==> src/verilog/abmc_pkg.sv <==
// Shared constants and types of the alternate boot mode control block.
package abmc_pkg;
    typedef enum logic [1:0] {MODE_NORMAL, MODE_STD_BOOT, MODE_ALT_BOOT, MODE_TEST} abmc_mode_t;
    typedef enum logic [1:0] {ACC_READ, ACC_WRITE, ACC_FETCH, ACC_PROG} abmc_kind_t;
    typedef struct packed {
        logic valid;
        abmc_kind_t kind;
        logic [23:0] addr;
    } abmc_acc_req_t;
    typedef struct packed {
        logic valid;
        logic alt;
        logic [15:0] op0;
        logic [15:0] op1;
        logic [15:0] refw;
    } abmc_sig_req_t;
    typedef struct packed {
        logic [15:0] syscfg;
        logic [15:0] sp;
        logic [15:0] stack_overflow_limit;
        logic [15:0] stack_underflow_limit;
        logic [15:0] cp;
        logic [15:0] bus_config_zero;
    } abmc_cpu_init_t;
    localparam int MODE_LO = 4;
    localparam int BUS_TYPE_FIELD_LO = 6;
    localparam logic [1:0] PAT_ALT = 2'h1;
    localparam logic [1:0] PAT_STD = 2'h2;
    localparam logic [1:0] PAT_NORM = 2'h3;
    localparam logic [15:0] ADDR_STATUS = 16'hFE0A;
    localparam logic [15:0] ADDR_SYSCFG = 16'hFE12;
    localparam logic [15:0] ADDR_XPSEL = 16'hFE14;
    localparam int ABM_BIT = 5;
    localparam int EXT_PERIPH_ENABLE_BIT = 2;
    localparam int BYTE_HIGH_DISABLE_BIT = 9;
    localparam int INTERNAL_ROM_ENABLE_BIT = 10;
    localparam int BUSACT_BIT = 10;
    localparam int ALECTL_BIT = 9;
    localparam int XFL_SEL_BIT = 5;
    localparam logic [15:0] BOOT_SYSCFG = 16'h0404;
    localparam logic [15:0] BOOT_SP = 16'hFA40;
    localparam logic [15:0] BOOT_STACK_OVERFLOW_LIMIT = 16'hFC00;
    localparam logic [15:0] BOOT_CP = 16'hFA00;
    localparam logic [15:0] BOOT_BUSCON = 16'h0000;
    localparam logic [15:0] BOOT_XPSEL = 16'h002D;
    localparam logic [23:0] IFL_LO = 24'h010000;
    localparam logic [23:0] IFL_HI = 24'h08FFFF;
    localparam logic [23:0] XFL_LO = 24'h090000;
    localparam logic [23:0] XFL_HI = 24'h0DFFFF;
    localparam logic [23:0] ABMBLK_LO = 24'h090000;
    localparam logic [23:0] ABMBLK_HI = 24'h09FFFF;
    localparam logic [23:0] LDR_LO = 24'h00FA40;
    localparam logic [23:0] LDR_HI = 24'h00FABF;
    localparam logic [23:0] USER_VEC = 24'h000000;
    localparam logic [23:0] ALT_VEC = 24'h090000;
endpackage

==> src/verilog/abmc_top.sv <==
// Boot-mode selection, start-up configuration and boot status register.
//
// The implementer's own choice: the plain strobed port.
`timescale 1ns/10ps
`default_nettype none
// Behaviour
// - Pattern 01 at reset edge selects alternate boot
// - Pattern 10 bootstrap loader, 11 normal reset
// - Boot modes map test flash at zero
// - Data-only flash: no fetch in boot modes; extension flash: all while enabled
// - Alternate boot block never reprogrammable from ALT_BOOT_FLAG
// - Watchdog stays disabled in boot modes
// - Watchdog reset in ALT_BOOT_FLAG becomes software reset
// - Boot entry loads fixed CPU start values
// - ROM enable set; byte-high disable from bus width
// - Bus config zero cleared when access pin high
// - Access pin low: bus active, lengthen, type
// - Peripheral select 002D with enable bit set
// - Peripheral settings writable until end of init
// - Alternate boot left only through a reset
// - Sum operands, invert low byte, compare reference
// - Status bit 5 shows alternate boot selected
// - Status bit read-only, held until reset
// - Loader owns dual-port RAM from 00'FA40h
// - CAN receive pin never a user output in boot modes
module abmc_top #(
    parameter logic [15:0] NORM_SYSCFG = 16'h0000,
    parameter logic [15:0] NORM_SP = 16'hFC00,
    parameter logic [15:0] NORM_STACK_OVERFLOW_LIMIT = 16'hFA00,
    parameter logic [15:0] NORM_STACK_UNDERFLOW_LIMIT = 16'hFC00,
    parameter logic [15:0] NORM_CP = 16'hFC00,
    parameter logic [15:0] NORM_XPSEL = 16'h0000
) (
    input wire logic clk,
    input wire logic resetn,
    input wire logic external_reset_pin,
    input wire logic [7:0] port0_low_config_pins,
    input wire logic ext_access_pin,
    input wire logic end_of_init_instruction,
    input wire logic sw_reset_req,
    input wire logic wdt_reset_req,
    input wire abmc_pkg::abmc_acc_req_t acc_req,
    input wire abmc_pkg::abmc_sig_req_t sig_req,
    input wire logic user_can_oe,
    input wire logic [15:0] reg_addr,
    input wire logic [15:0] reg_wdata,
    input wire logic reg_wr,
    input wire logic reg_rd,
    output logic [15:0] reg_rdata,
    output abmc_pkg::abmc_mode_t boot_mode,
    output abmc_pkg::abmc_cpu_init_t cpu_init,
    output logic [15:0] ext_periph_select,
    output logic wdt_enable,
    output logic test_flash_at_zero,
    output logic extension_code_flash_enable,
    output logic acc_done,
    output logic acc_ok,
    output logic loader_area_hit,
    output logic sw_reset_out,
    output logic sig_done,
    output logic sig_pass,
    output logic [23:0] start_vector,
    output logic can_rx_oe
);
    abmc_pkg::abmc_mode_t mode_q, mode_d;
    abmc_pkg::abmc_cpu_init_t init_q, init_d, boot_init, norm_init;
    logic pin_q;
    logic alt_flag_q, alt_flag_d;
    logic end_of_init_instruction_q;
    logic [15:0] xpsel_q, xpsel_d;
    logic [15:0] rdata_q, rdata_d;

    wire pin_rise = external_reset_pin & ~pin_q;
    wire [1:0] pat = port0_low_config_pins[abmc_pkg::MODE_LO +: 2];
    wire [1:0] bus_type_field = port0_low_config_pins[abmc_pkg::BUS_TYPE_FIELD_LO +: 2];
    // An 8-bit bus type leaves the high byte lane unused.
    wire byte_high_disable = ~bus_type_field[0];
    // Watchdog reset inside alternate boot is folded into software reset.
    // watchdog as reset
    wire wdt_as_sw = wdt_reset_req & (mode_q == abmc_pkg::MODE_ALT_BOOT);
    wire any_sw_reset = sw_reset_req | wdt_as_sw;
    wire boot_d = (mode_d == abmc_pkg::MODE_STD_BOOT) | (mode_d == abmc_pkg::MODE_ALT_BOOT);
    wire boot_q = (mode_q == abmc_pkg::MODE_STD_BOOT) | (mode_q == abmc_pkg::MODE_ALT_BOOT);
    wire alt_q = (mode_q == abmc_pkg::MODE_ALT_BOOT);

    always_comb
    begin
        mode_d = mode_q;
        if (pin_rise)
        begin
            case (pat)
                abmc_pkg::PAT_ALT: mode_d = abmc_pkg::MODE_ALT_BOOT;
                abmc_pkg::PAT_STD: mode_d = abmc_pkg::MODE_STD_BOOT;
                abmc_pkg::PAT_NORM: mode_d = abmc_pkg::MODE_NORMAL;
                default: mode_d = abmc_pkg::MODE_TEST;
            endcase
        end
        else if (any_sw_reset)
            mode_d = abmc_pkg::MODE_NORMAL;
    end

    assign alt_flag_d = pin_rise ? (pat == abmc_pkg::PAT_ALT)
                      : (any_sw_reset ? 1'b0 : alt_flag_q);

    assign boot_init.syscfg = abmc_pkg::BOOT_SYSCFG | (16'(byte_high_disable) << abmc_pkg::BYTE_HIGH_DISABLE_BIT)
                            | (16'h0001 << abmc_pkg::INTERNAL_ROM_ENABLE_BIT);
    assign boot_init.sp = abmc_pkg::BOOT_SP;
    assign boot_init.stack_overflow_limit = abmc_pkg::BOOT_STACK_OVERFLOW_LIMIT;
    assign boot_init.stack_underflow_limit = abmc_pkg::BOOT_CP;
    assign boot_init.cp = abmc_pkg::BOOT_CP;
    assign boot_init.bus_config_zero = ext_access_pin ? abmc_pkg::BOOT_BUSCON
                             : ((16'h0001 << abmc_pkg::BUSACT_BIT)
                              | (16'h0001 << abmc_pkg::ALECTL_BIT)
                              | (16'(bus_type_field) << abmc_pkg::BUS_TYPE_FIELD_LO));
    assign norm_init = '{NORM_SYSCFG, NORM_SP, NORM_STACK_OVERFLOW_LIMIT, NORM_STACK_UNDERFLOW_LIMIT, NORM_CP,
                         abmc_pkg::BOOT_BUSCON};

    wire wr_sys = reg_wr & (reg_addr == abmc_pkg::ADDR_SYSCFG) & ~end_of_init_instruction_q;
    wire wr_xps = reg_wr & (reg_addr == abmc_pkg::ADDR_XPSEL) & ~end_of_init_instruction_q;

    always_comb
    begin
        init_d = init_q;
        xpsel_d = xpsel_q;
        if (pin_rise | any_sw_reset)
        begin
            init_d = boot_d ? boot_init : norm_init;
            xpsel_d = boot_d ? abmc_pkg::BOOT_XPSEL : NORM_XPSEL;
        end
        else
        begin
            if (wr_sys)
                init_d.syscfg = reg_wdata;
            if (wr_xps)
                xpsel_d = reg_wdata;
        end
    end

    wire xfl_en_d = init_d.syscfg[abmc_pkg::EXT_PERIPH_ENABLE_BIT] & xpsel_d[abmc_pkg::XFL_SEL_BIT];

    // Register read mux; the status word carries only the flag bit.
    always_comb
    begin
        rdata_d = 16'h0000;
        if (reg_rd)
        begin
            case (reg_addr)
                abmc_pkg::ADDR_STATUS: rdata_d[abmc_pkg::ABM_BIT] = alt_flag_q;
                abmc_pkg::ADDR_SYSCFG: rdata_d = init_q.syscfg;
                abmc_pkg::ADDR_XPSEL: rdata_d = xpsel_q;
                default: rdata_d = 16'h0000;
            endcase
        end
    end

    wire a_ifl = (acc_req.addr >= abmc_pkg::IFL_LO) & (acc_req.addr <= abmc_pkg::IFL_HI);
    wire a_xfl = (acc_req.addr >= abmc_pkg::XFL_LO) & (acc_req.addr <= abmc_pkg::XFL_HI);
    wire a_blk = (acc_req.addr >= abmc_pkg::ABMBLK_LO) & (acc_req.addr <= abmc_pkg::ABMBLK_HI);
    wire a_ldr = (acc_req.addr >= abmc_pkg::LDR_LO) & (acc_req.addr <= abmc_pkg::LDR_HI);
    wire deny_fetch = boot_q & a_ifl & (acc_req.kind == abmc_pkg::ACC_FETCH);
    wire deny_xfl = a_xfl & ~extension_code_flash_enable;
    wire deny_prog = alt_q & a_blk & (acc_req.kind == abmc_pkg::ACC_PROG);
    wire acc_ok_d = acc_req.valid & ~deny_fetch & ~deny_xfl & ~deny_prog;
    wire ldr_hit_d = acc_req.valid & boot_q & a_ldr & (acc_req.kind == abmc_pkg::ACC_WRITE);

    wire [15:0] sig_sum = sig_req.op0 + sig_req.op1;
    wire [15:0] sig_word = {sig_sum[15:8], ~sig_sum[7:0]};
    wire sig_ok = (sig_word == sig_req.refw);
    wire [23:0] vec_d = sig_req.alt ? abmc_pkg::ALT_VEC : abmc_pkg::USER_VEC;

    always_ff @(posedge clk or negedge resetn)
    begin
        if (!resetn)
        begin
            pin_q <= 1'b0;
            mode_q <= abmc_pkg::MODE_NORMAL;
            alt_flag_q <= 1'b0;
            end_of_init_instruction_q <= 1'b0;
            init_q <= '0;
            xpsel_q <= 16'h0000;
        end
        else
        begin
            pin_q <= external_reset_pin;
            mode_q <= mode_d;
            alt_flag_q <= alt_flag_d;
            end_of_init_instruction_q <= (pin_rise | any_sw_reset) ? 1'b0 : (end_of_init_instruction_q | end_of_init_instruction);
            init_q <= init_d;
            xpsel_q <= xpsel_d;
        end
    end

    // Mode-derived outputs are registered copies of the next state, so they track state without lag; the rest follow their inputs one cycle late.
    always_ff @(posedge clk or negedge resetn)
    begin
        if (!resetn)
        begin
            rdata_q <= 16'h0000;
            wdt_enable <= 1'b0;
            test_flash_at_zero <= 1'b0;
            extension_code_flash_enable <= 1'b0;
            acc_done <= 1'b0;
            acc_ok <= 1'b0;
            loader_area_hit <= 1'b0;
            sw_reset_out <= 1'b0;
            sig_done <= 1'b0;
            sig_pass <= 1'b0;
            start_vector <= 24'h000000;
            can_rx_oe <= 1'b0;
        end
        else
        begin
            rdata_q <= rdata_d;
            wdt_enable <= ~boot_d;
            test_flash_at_zero <= boot_d;
            extension_code_flash_enable <= xfl_en_d;
            acc_done <= acc_req.valid;
            acc_ok <= acc_ok_d;
            loader_area_hit <= ldr_hit_d;
            sw_reset_out <= any_sw_reset;
            sig_done <= sig_req.valid;
            sig_pass <= sig_req.valid & sig_ok;
            start_vector <= vec_d;
            can_rx_oe <= user_can_oe & ~boot_d;
        end
    end

    assign reg_rdata = rdata_q;
    assign boot_mode = mode_q;
    assign cpu_init = init_q;
    assign ext_periph_select = xpsel_q;
endmodule
`default_nettype wire

==> config.mk <==
export PLATFORM = sky130hd
export DESIGN_NAME = abmc_top
export DESIGN_NICKNAME = d
export VERILOG_FILES = /design/src/verilog/abmc_pkg.sv /design/src/verilog/abmc_top.sv
export SDC_FILE = /design/constraint.sdc
export NUM_CORES = 1
export LEC_CHECK = 0
export ABC_CLOCK_PERIOD_IN_PS = 2610
export BUFFER_PORTS_ARGS = -buffer_cell sky130_fd_sc_hd__buf_2
export CORE_AREA = 2 2 113 115
export CTS_CLUSTER_SIZE = 16
export DETAILED_ROUTE_END_ITERATION = 7
export DIE_AREA = 0 0 115 117
export PLACE_DENSITY_LB_ADDON = 0.3
export SLEW_MARGIN = 20
export SYNTH_ARGS = -nofsm -noshare
export SYNTH_HDL_FRONTEND = slang
export SYNTH_SLANG_ARGS = --single-unit
==> constraint.sdc <==
create_clock -name clk -period 2.61 [get_ports clk]
set_input_delay 0.261 -clock clk [delete_from_list [all_inputs] [get_ports clk]]
set_output_delay 0.261 -clock clk [all_outputs]
set_load 0.1 [all_outputs]
# [Word level (Yosys, flattened, before mapping)]
# Index checks and enable logic that the tools add are counted.
[word_totals] reg_bits=163 out_inout_bits=164 elab_cells=106
[classes] n_addsub=1 order_cmp=7 eq_ne=14 n_mux=18 bitwise=38 reduce_logical=3
[ops] operator="$mux W91" count=1
[ops] operator="$mux W16" count=5
[ops] operator="$le A24 B20 Y1 const B" count=3
[ops] operator="$eq A16 B16 Y1 const B" count=3
[ops] operator="$and A1 B1 Y1" count=24
[ops] operator="$ge A24 B16 Y1 const B" count=1
[ops] operator="$ge A24 B17 Y1 const B" count=1
[ops] operator="$ge A24 B20 Y1 const B" count=1
[ops] operator="$le A24 B16 Y1 const B" count=1
[ops] operator="$mux W20" count=1
[ops] operator="$pmux W10 S2" count=1
[ops] operator="$add A16 B16 Y16" count=1
[ops] operator="$eq A16 B16 Y1" count=1
[ops] operator="$eq A2 B2 Y1 const B" count=6
[ops] operator="$mux W11" count=1
[ops] operator="$pmux W5 S2" count=1
[ops] operator="$eq A2 B1 Y1 const B" count=4
[ops] operator="$not A1 Y1" count=8
[ops] operator="$not A8 Y8" count=1
[ops] operator="$mux W6" count=1
[ops] operator="$pmux W2 S3" count=1
[ops] operator="$reduce_bool A2 Y1" count=3
[ops] operator="$or A1 B1 Y1" count=5
[ops] operator="$mux W2" count=2
[ops] operator="other kinds (2)" count=4

# [Longest topological paths before layout]
[depth] word_depth=10 depth_mapped=10 ltp_nobuf=10

# [Worst setup path before layout]
# OpenSTA, ideal clock, no wires.
[synth_path] path_type="register to register" startpoint="register mode_q[0] (netlist: boot_mode[0])" endpoint="register init_q (netlist bit cpu_init[73])" t_arrival_ns=2.554 required_ns=2.471 path_slack_ns=-0.083 path_stages_with_launch=9 path_buffers=0 period_less_slack_ns=2.693 cell_sequence="dfrtp_1 inv_1 ha_1 a21oi_1 a31oi_1 xnor2_1 inv_1 nor2_1 nor2_1"
[synth_via] elab_chain_cells=8 elab_cells_between_ends=10 classes_between="3 x eq/ne; 3 x mux; 4 x bitwise"
[synth_rtl] item="start, declared" line="abmc_top.sv:65" text="abmc_pkg::abmc_mode_t mode_q, mode_d;"
[synth_rtl] item="start signal, assigned" line="abmc_top.sv:176" text="mode_q <= abmc_pkg::MODE_NORMAL;"
[synth_rtl] item="start signal, assigned" line="abmc_top.sv:185" text="mode_q <= mode_d;"
[synth_rtl] item="$eq A2 B2 Y1" line="abmc_top.sv:80" text="wire wdt_as_sw = wdt_reset_req & (mode_q == abmc_pkg::MODE_ALT_BOOT);"
[synth_rtl] item="$and A1 B1 Y1" line="abmc_top.sv:80"
[synth_rtl] item="$or A1 B1 Y1" line="abmc_top.sv:81" text="wire any_sw_reset = sw_reset_req | wdt_as_sw;"
[synth_rtl] item="$mux W2 *" line="abmc_top.sv:98" text="else if (any_sw_reset)"
[synth_rtl] item="$mux W2 *" line="abmc_top.sv:89" text="if (pin_rise)"
[synth_rtl] item="$eq A2 B1 Y1 / $eq A2 B2 Y1 (equally long branches)" line="abmc_top.sv:82" text="wire boot_d = (mode_d == abmc_pkg::MODE_STD_BOOT) | (mode_d == abmc_pkg::MODE_ALT_BOOT);"
[synth_rtl] item="$or A1 B1 Y1 *" line="abmc_top.sv:82"
[synth_rtl] item="named net boot_d" line="abmc_top.sv:82"
[synth_rtl] item="$mux W91 *" line="abmc_top.sv:127" text="init_d = boot_d ? boot_init : norm_init;"
[synth_rtl] item="end signal, assigned" line="abmc_top.sv:188" text="init_q <= init_d;"
[synth_rtl] item="end, declared" line="abmc_top.sv:66" text="abmc_pkg::abmc_cpu_init_t init_q, init_d, boot_init, norm_init;"
# Mark *: on every way through the listed nets, which the timed path passes. The rest lies on a longest branch.
# A chain may end at the register's enable or synchronous reset.

# [Worst setup path after layout]
[layout_path] startpoint="register mode_q[0] (netlist: boot_mode[0])" endpoint="register init_q (netlist bit cpu_init[90])"
[layout_via] elab_chain_cells=9 elab_cells_between_ends=12 classes_between="3 x eq/ne; 4 x mux; 4 x bitwise; 1 x reduce/logical"
[layout_rtl] item="$eq A2 B2 Y1" line="abmc_top.sv:80"
[layout_rtl] item="$and A1 B1 Y1" line="abmc_top.sv:80"
[layout_rtl] item="$or A1 B1 Y1" line="abmc_top.sv:81"
[layout_rtl] item="$mux W2 *" line="abmc_top.sv:98"
[layout_rtl] item="$mux W2 *" line="abmc_top.sv:89"
[layout_rtl] item="$eq A2 B1 Y1 / $eq A2 B2 Y1 (equally long branches)" line="abmc_top.sv:82"
[layout_rtl] item="$or A1 B1 Y1 *" line="abmc_top.sv:82"
[layout_rtl] item="named net boot_d" line="abmc_top.sv:82"
[layout_rtl] item="$mux W91 *" line="abmc_top.sv:127"
[layout_rtl] item="$mux W16 *" line="abmc_top.sv:125" text="if (pin_rise | any_sw_reset)"
# Marks and branches as above.

==> flow_metrics.env <==
export IMPL_status="completed"
export IMPL_clkSlewWorstSetupHoldPaths_ns=0.06
export IMPL_layout_common_cells="buf_2 (210), nand2_1 (83), conb_1 (69), dfrtp_1 (69), a21oi_1 (43)"
export IMPL_report_final_slew_viol_count=0
export IMPL_antenna_found_initial=2
export IMPL_rows=41
export IMPL_drive_gt1_share_pct=35.2
export IMPL_dp_cells=859
export IMPL_worst_endpoint_required_ns=2.81
export IMPL_top_layer_used="met5"
export IMPL_yosys_warnings=0
export IMPL_postCtsHoldBufs=0
export IMPL_syn_cell_area_um2=4700
export IMPL_dpl_worst_slack_ns=0.145
export IMPL_cp_data_arrival_time_ns=2.34
export IMPL_max_cap_violations=0
export IMPL_ios=291
export IMPL_cp_start_kind="flip-flop"
export IMPL_syn_to_final_growth_pct=23.3
export IMPL_clock_fmax_mhz=467
export IMPL_drc=0
export IMPL_ff_latch_area_um2=1750
export IMPL_cp_max_fo=9
export IMPL_cts_root_buffer_cell="clkbuf_16"
export IMPL_met3_length_mm=1.05
export IMPL_internal_power_mw=2.17
export IMPL_leakagePower_nw=2.99
export IMPL_synth_cell_types=61
export IMPL_combPwrFrac_pct=38.8
export IMPL_ant_nets=0
export IMPL_grt_max_degree=71
export IMPL_grt_pass1_wl_mm=19.4
export IMPL_viasPerCell=4.85
export IMPL_mostFrequentLayoutCell="buf_2"
export IMPL_hold_viol_final=0
export IMPL_cts_tree="yes"
export IMPL_cts_resized=0
export IMPL_track_usage_pct=18.5
export IMPL_grt_pass1_vias=3922
export IMPL_synth_seq_cells=70
export IMPL_hold_path_class="in -> reg"
export IMPL_port_buffers=211
export IMPL_clock_latency_ns=0.33
export IMPL_finish_net_count=864
export IMPL_synth_edff_count=0
export IMPL_relSlewSlack_pct=41.4
export IMPL_cts_htree_levels=3
export IMPL_crit_path_end_kind="flip-flop"
export IMPL_tns_ns=0
export IMPL_power_total_mw=3.88
export IMPL_hpwl_mm=10.3
export IMPL_period_share_pct=82.1
export IMPL_initialDrtViolationCount=212
export IMPL_avgSynthCellArea_um2=8.84
export IMPL_grt_overflow=0
export IMPL_async_flop_share_pct=100
export IMPL_core_area_um2=12300
export IMPL_worst_ir_drop_vdd_v=0.000344
export IMPL_clockBufferDepth=2
export IMPL_fin_ws_ns=0.468
export IMPL_setup_viol=0
export IMPL_post_cts_buffers=0
export IMPL_post_drt_wl_per_cell_um=14.7
export IMPL_skew_ns=0.00428
export IMPL_drt_first_pass_iters=4
export IMPL_dieArea_um2=13500
export IMPL_power_density_nw_per_um2=669
export IMPL_period_needed_ns=2.14
export IMPL_worst_pin_slew_ns=0.879
export IMPL_m1WireLength_mm=5.04
export IMPL_num_vias=4246
export IMPL_fp_dieH_um=117
export IMPL_route_met2_wl_mm=6.39
export IMPL_clkPwrFrac_pct=31.3
export IMPL_rsz0062_at_grt="no"
export IMPL_gp_congestion=0.883
export IMPL_swShare_pct=43.9
export IMPL_die_w_um=115
export IMPL_p_switching_mw=1.70
export IMPL_fill_cells=1218
export IMPL_start_util_pct=38.2
export IMPL_ys_seq_area_share_pct=37.3
export IMPL_final_cells=875
export IMPL_synth_flop_cell="dfrtp_1"
export IMPL_synthCells=532
export IMPL_cts_sinks=70
export IMPL_critPathKind="reg -> reg"
export IMPL_multi_input_area_um2=2330
export IMPL_antenna_cells=0
export IMPL_p_seq_share_pct=29.9
export IMPL_drt_total_wl_mm=12.9
export IMPL_cts_made_buffers=9
sequential cells by signal, summed over array words and instances, names as in the netlist:
register                     count
boot_mode                        2
cpu_init                        22
pin_q                            1
sig_done                         1
extension_code_flash_enable      1
acc_ok                           1
end_of_init_instruction_q        1
acc_done                         1
loader_area_hit                  1
wdt_enable                       1
test_flash_at_zero               1
can_rx_oe                        1
ext_periph_select               16
start_vector                     1
sw_reset_out                     1
reg_rdata                       16
alt_flag_q                       1
sig_pass                         1
cell usage after synthesis, types with 5 or more instances:
| library cell | instances | area [um2] |
|---|---|---|
| buf_4 | 100 | 751 |
| nand2_1 | 83 | 312 |
| dfrtp_1 | 70 | 1750 |
| a21oi_1 | 43 | 215 |
| nor2_1 | 21 | 78.8 |
| nor2b_1 | 18 | 113 |
| a22oi_1 | 16 | 120 |
| ha_1 | 16 | 200 |
| clkbuf_1 | 15 | 56.3 |
| xnor2_1 | 12 | 105 |
| a31oi_1 | 11 | 68.8 |
| inv_1 | 11 | 41.3 |
| o21ai_0 | 10 | 50.1 |
| nand3b_1 | 8 | 60.1 |
| nand3_1 | 7 | 35.0 |
| xor2_1 | 7 | 61.3 |
| mux2i_1 | 6 | 60.1 |
| nand4_1 | 6 | 37.5 |
| nor3_1 | 6 | 30.0 |
| nor3b_1 | 6 | 45.0 |
| a21o_1 | 5 | 37.5 |
| nand2b_1 | 5 | 31.3 |
power groups by stage:
stage | logic (mW) | registers [mW] | clock network (mW)
floorplan | 1.01 | 1.48 | 0
global placement | 1.50 | 1.18 | 0
detailed placement | 1.50 | 1.18 | 0
CTS | 1.50 | 1.16 | 1.24
global route | 1.58 | 1.17 | 1.30
finish | 1.50 | 1.16 | 1.21
logic make-up after synthesis:
group,after synthesis,synth area share [%]
other,1,0.0798
adder cells (fa/ha/maj),17,4.68
AND/OR/NAND/NOR,182,19.6
AO/OA/AOI/OAI,105,14.2
XOR/XNOR,19,3.54
multiplexers,8,2.00
buffers and inverters,130,18.6
flip-flops,70,37.3
final timing paths:
check	start	endpoint	slack [ns]	cells past startpoint
worst min-delay path	sig_req[48]	start_vector[16]$_DFF_PN0_	0.04	1
min in group asynchronous	resetn	reg_rdata[12]$_DFF_PN0_	0.06	1
worst min register to register	cpu_init[6]$_DFFE_PN0N_	cpu_init[6]$_DFFE_PN0N_	0.46	2
worst max register to register	boot_mode[0]$_DFF_PN0_	cpu_init[90]$_DFFE_PN0P_	0.47	9
max in group asynchronous	resetn	boot_mode[0]$_DFF_PN0_	1.93	1
worst max-delay path	boot_mode[0]$_DFF_PN0_	cpu_init[90]$_DFFE_PN0P_	0.47	9
worst max-delay path, cell delays in order (launching register included):
cell	delay, ns
dfrtp_2	0.37
inv_1	0.05
ha_1	0.21
a21oi_1	0.36
a31oi_1	0.19
xnor2_1	0.37
inv_1	0.10
nor2_1	0.11
buf_4	0.18
a31oi_1	0.07
final cells by class:
class | count | share of cell area, %
Clock buffer | 10 | 4.12
Clock inverter | 6 | 1.06
Inverter | 11 | 0.712
Multi-Input combinational cell | 400 | 40.2
Sequential cell | 70 | 30.2
Tap cell | 150 | 3.24
Timing Repair Buffer | 228 | 20.5
routing by layer:
metal	up-vias	global-route usage, %
met4	4	7.95
met1	1954	20.8
met2	218	33.3
li1	2038	-
met5	-	0
met3	32	4.94
stage by stage:
stage               utilization, %  hold slack [ns]  cell area, um2
detailed placement            44.7            0.380            5500
finish                        47.1           0.0442            5800
global placement              44.7            0.373            5500
global route                  47.1           0.0294            5800
CTS                           47.1           0.0307            5800
floorplan                        -          -0.0346            4960
Power figures use the tool's default switching activity.
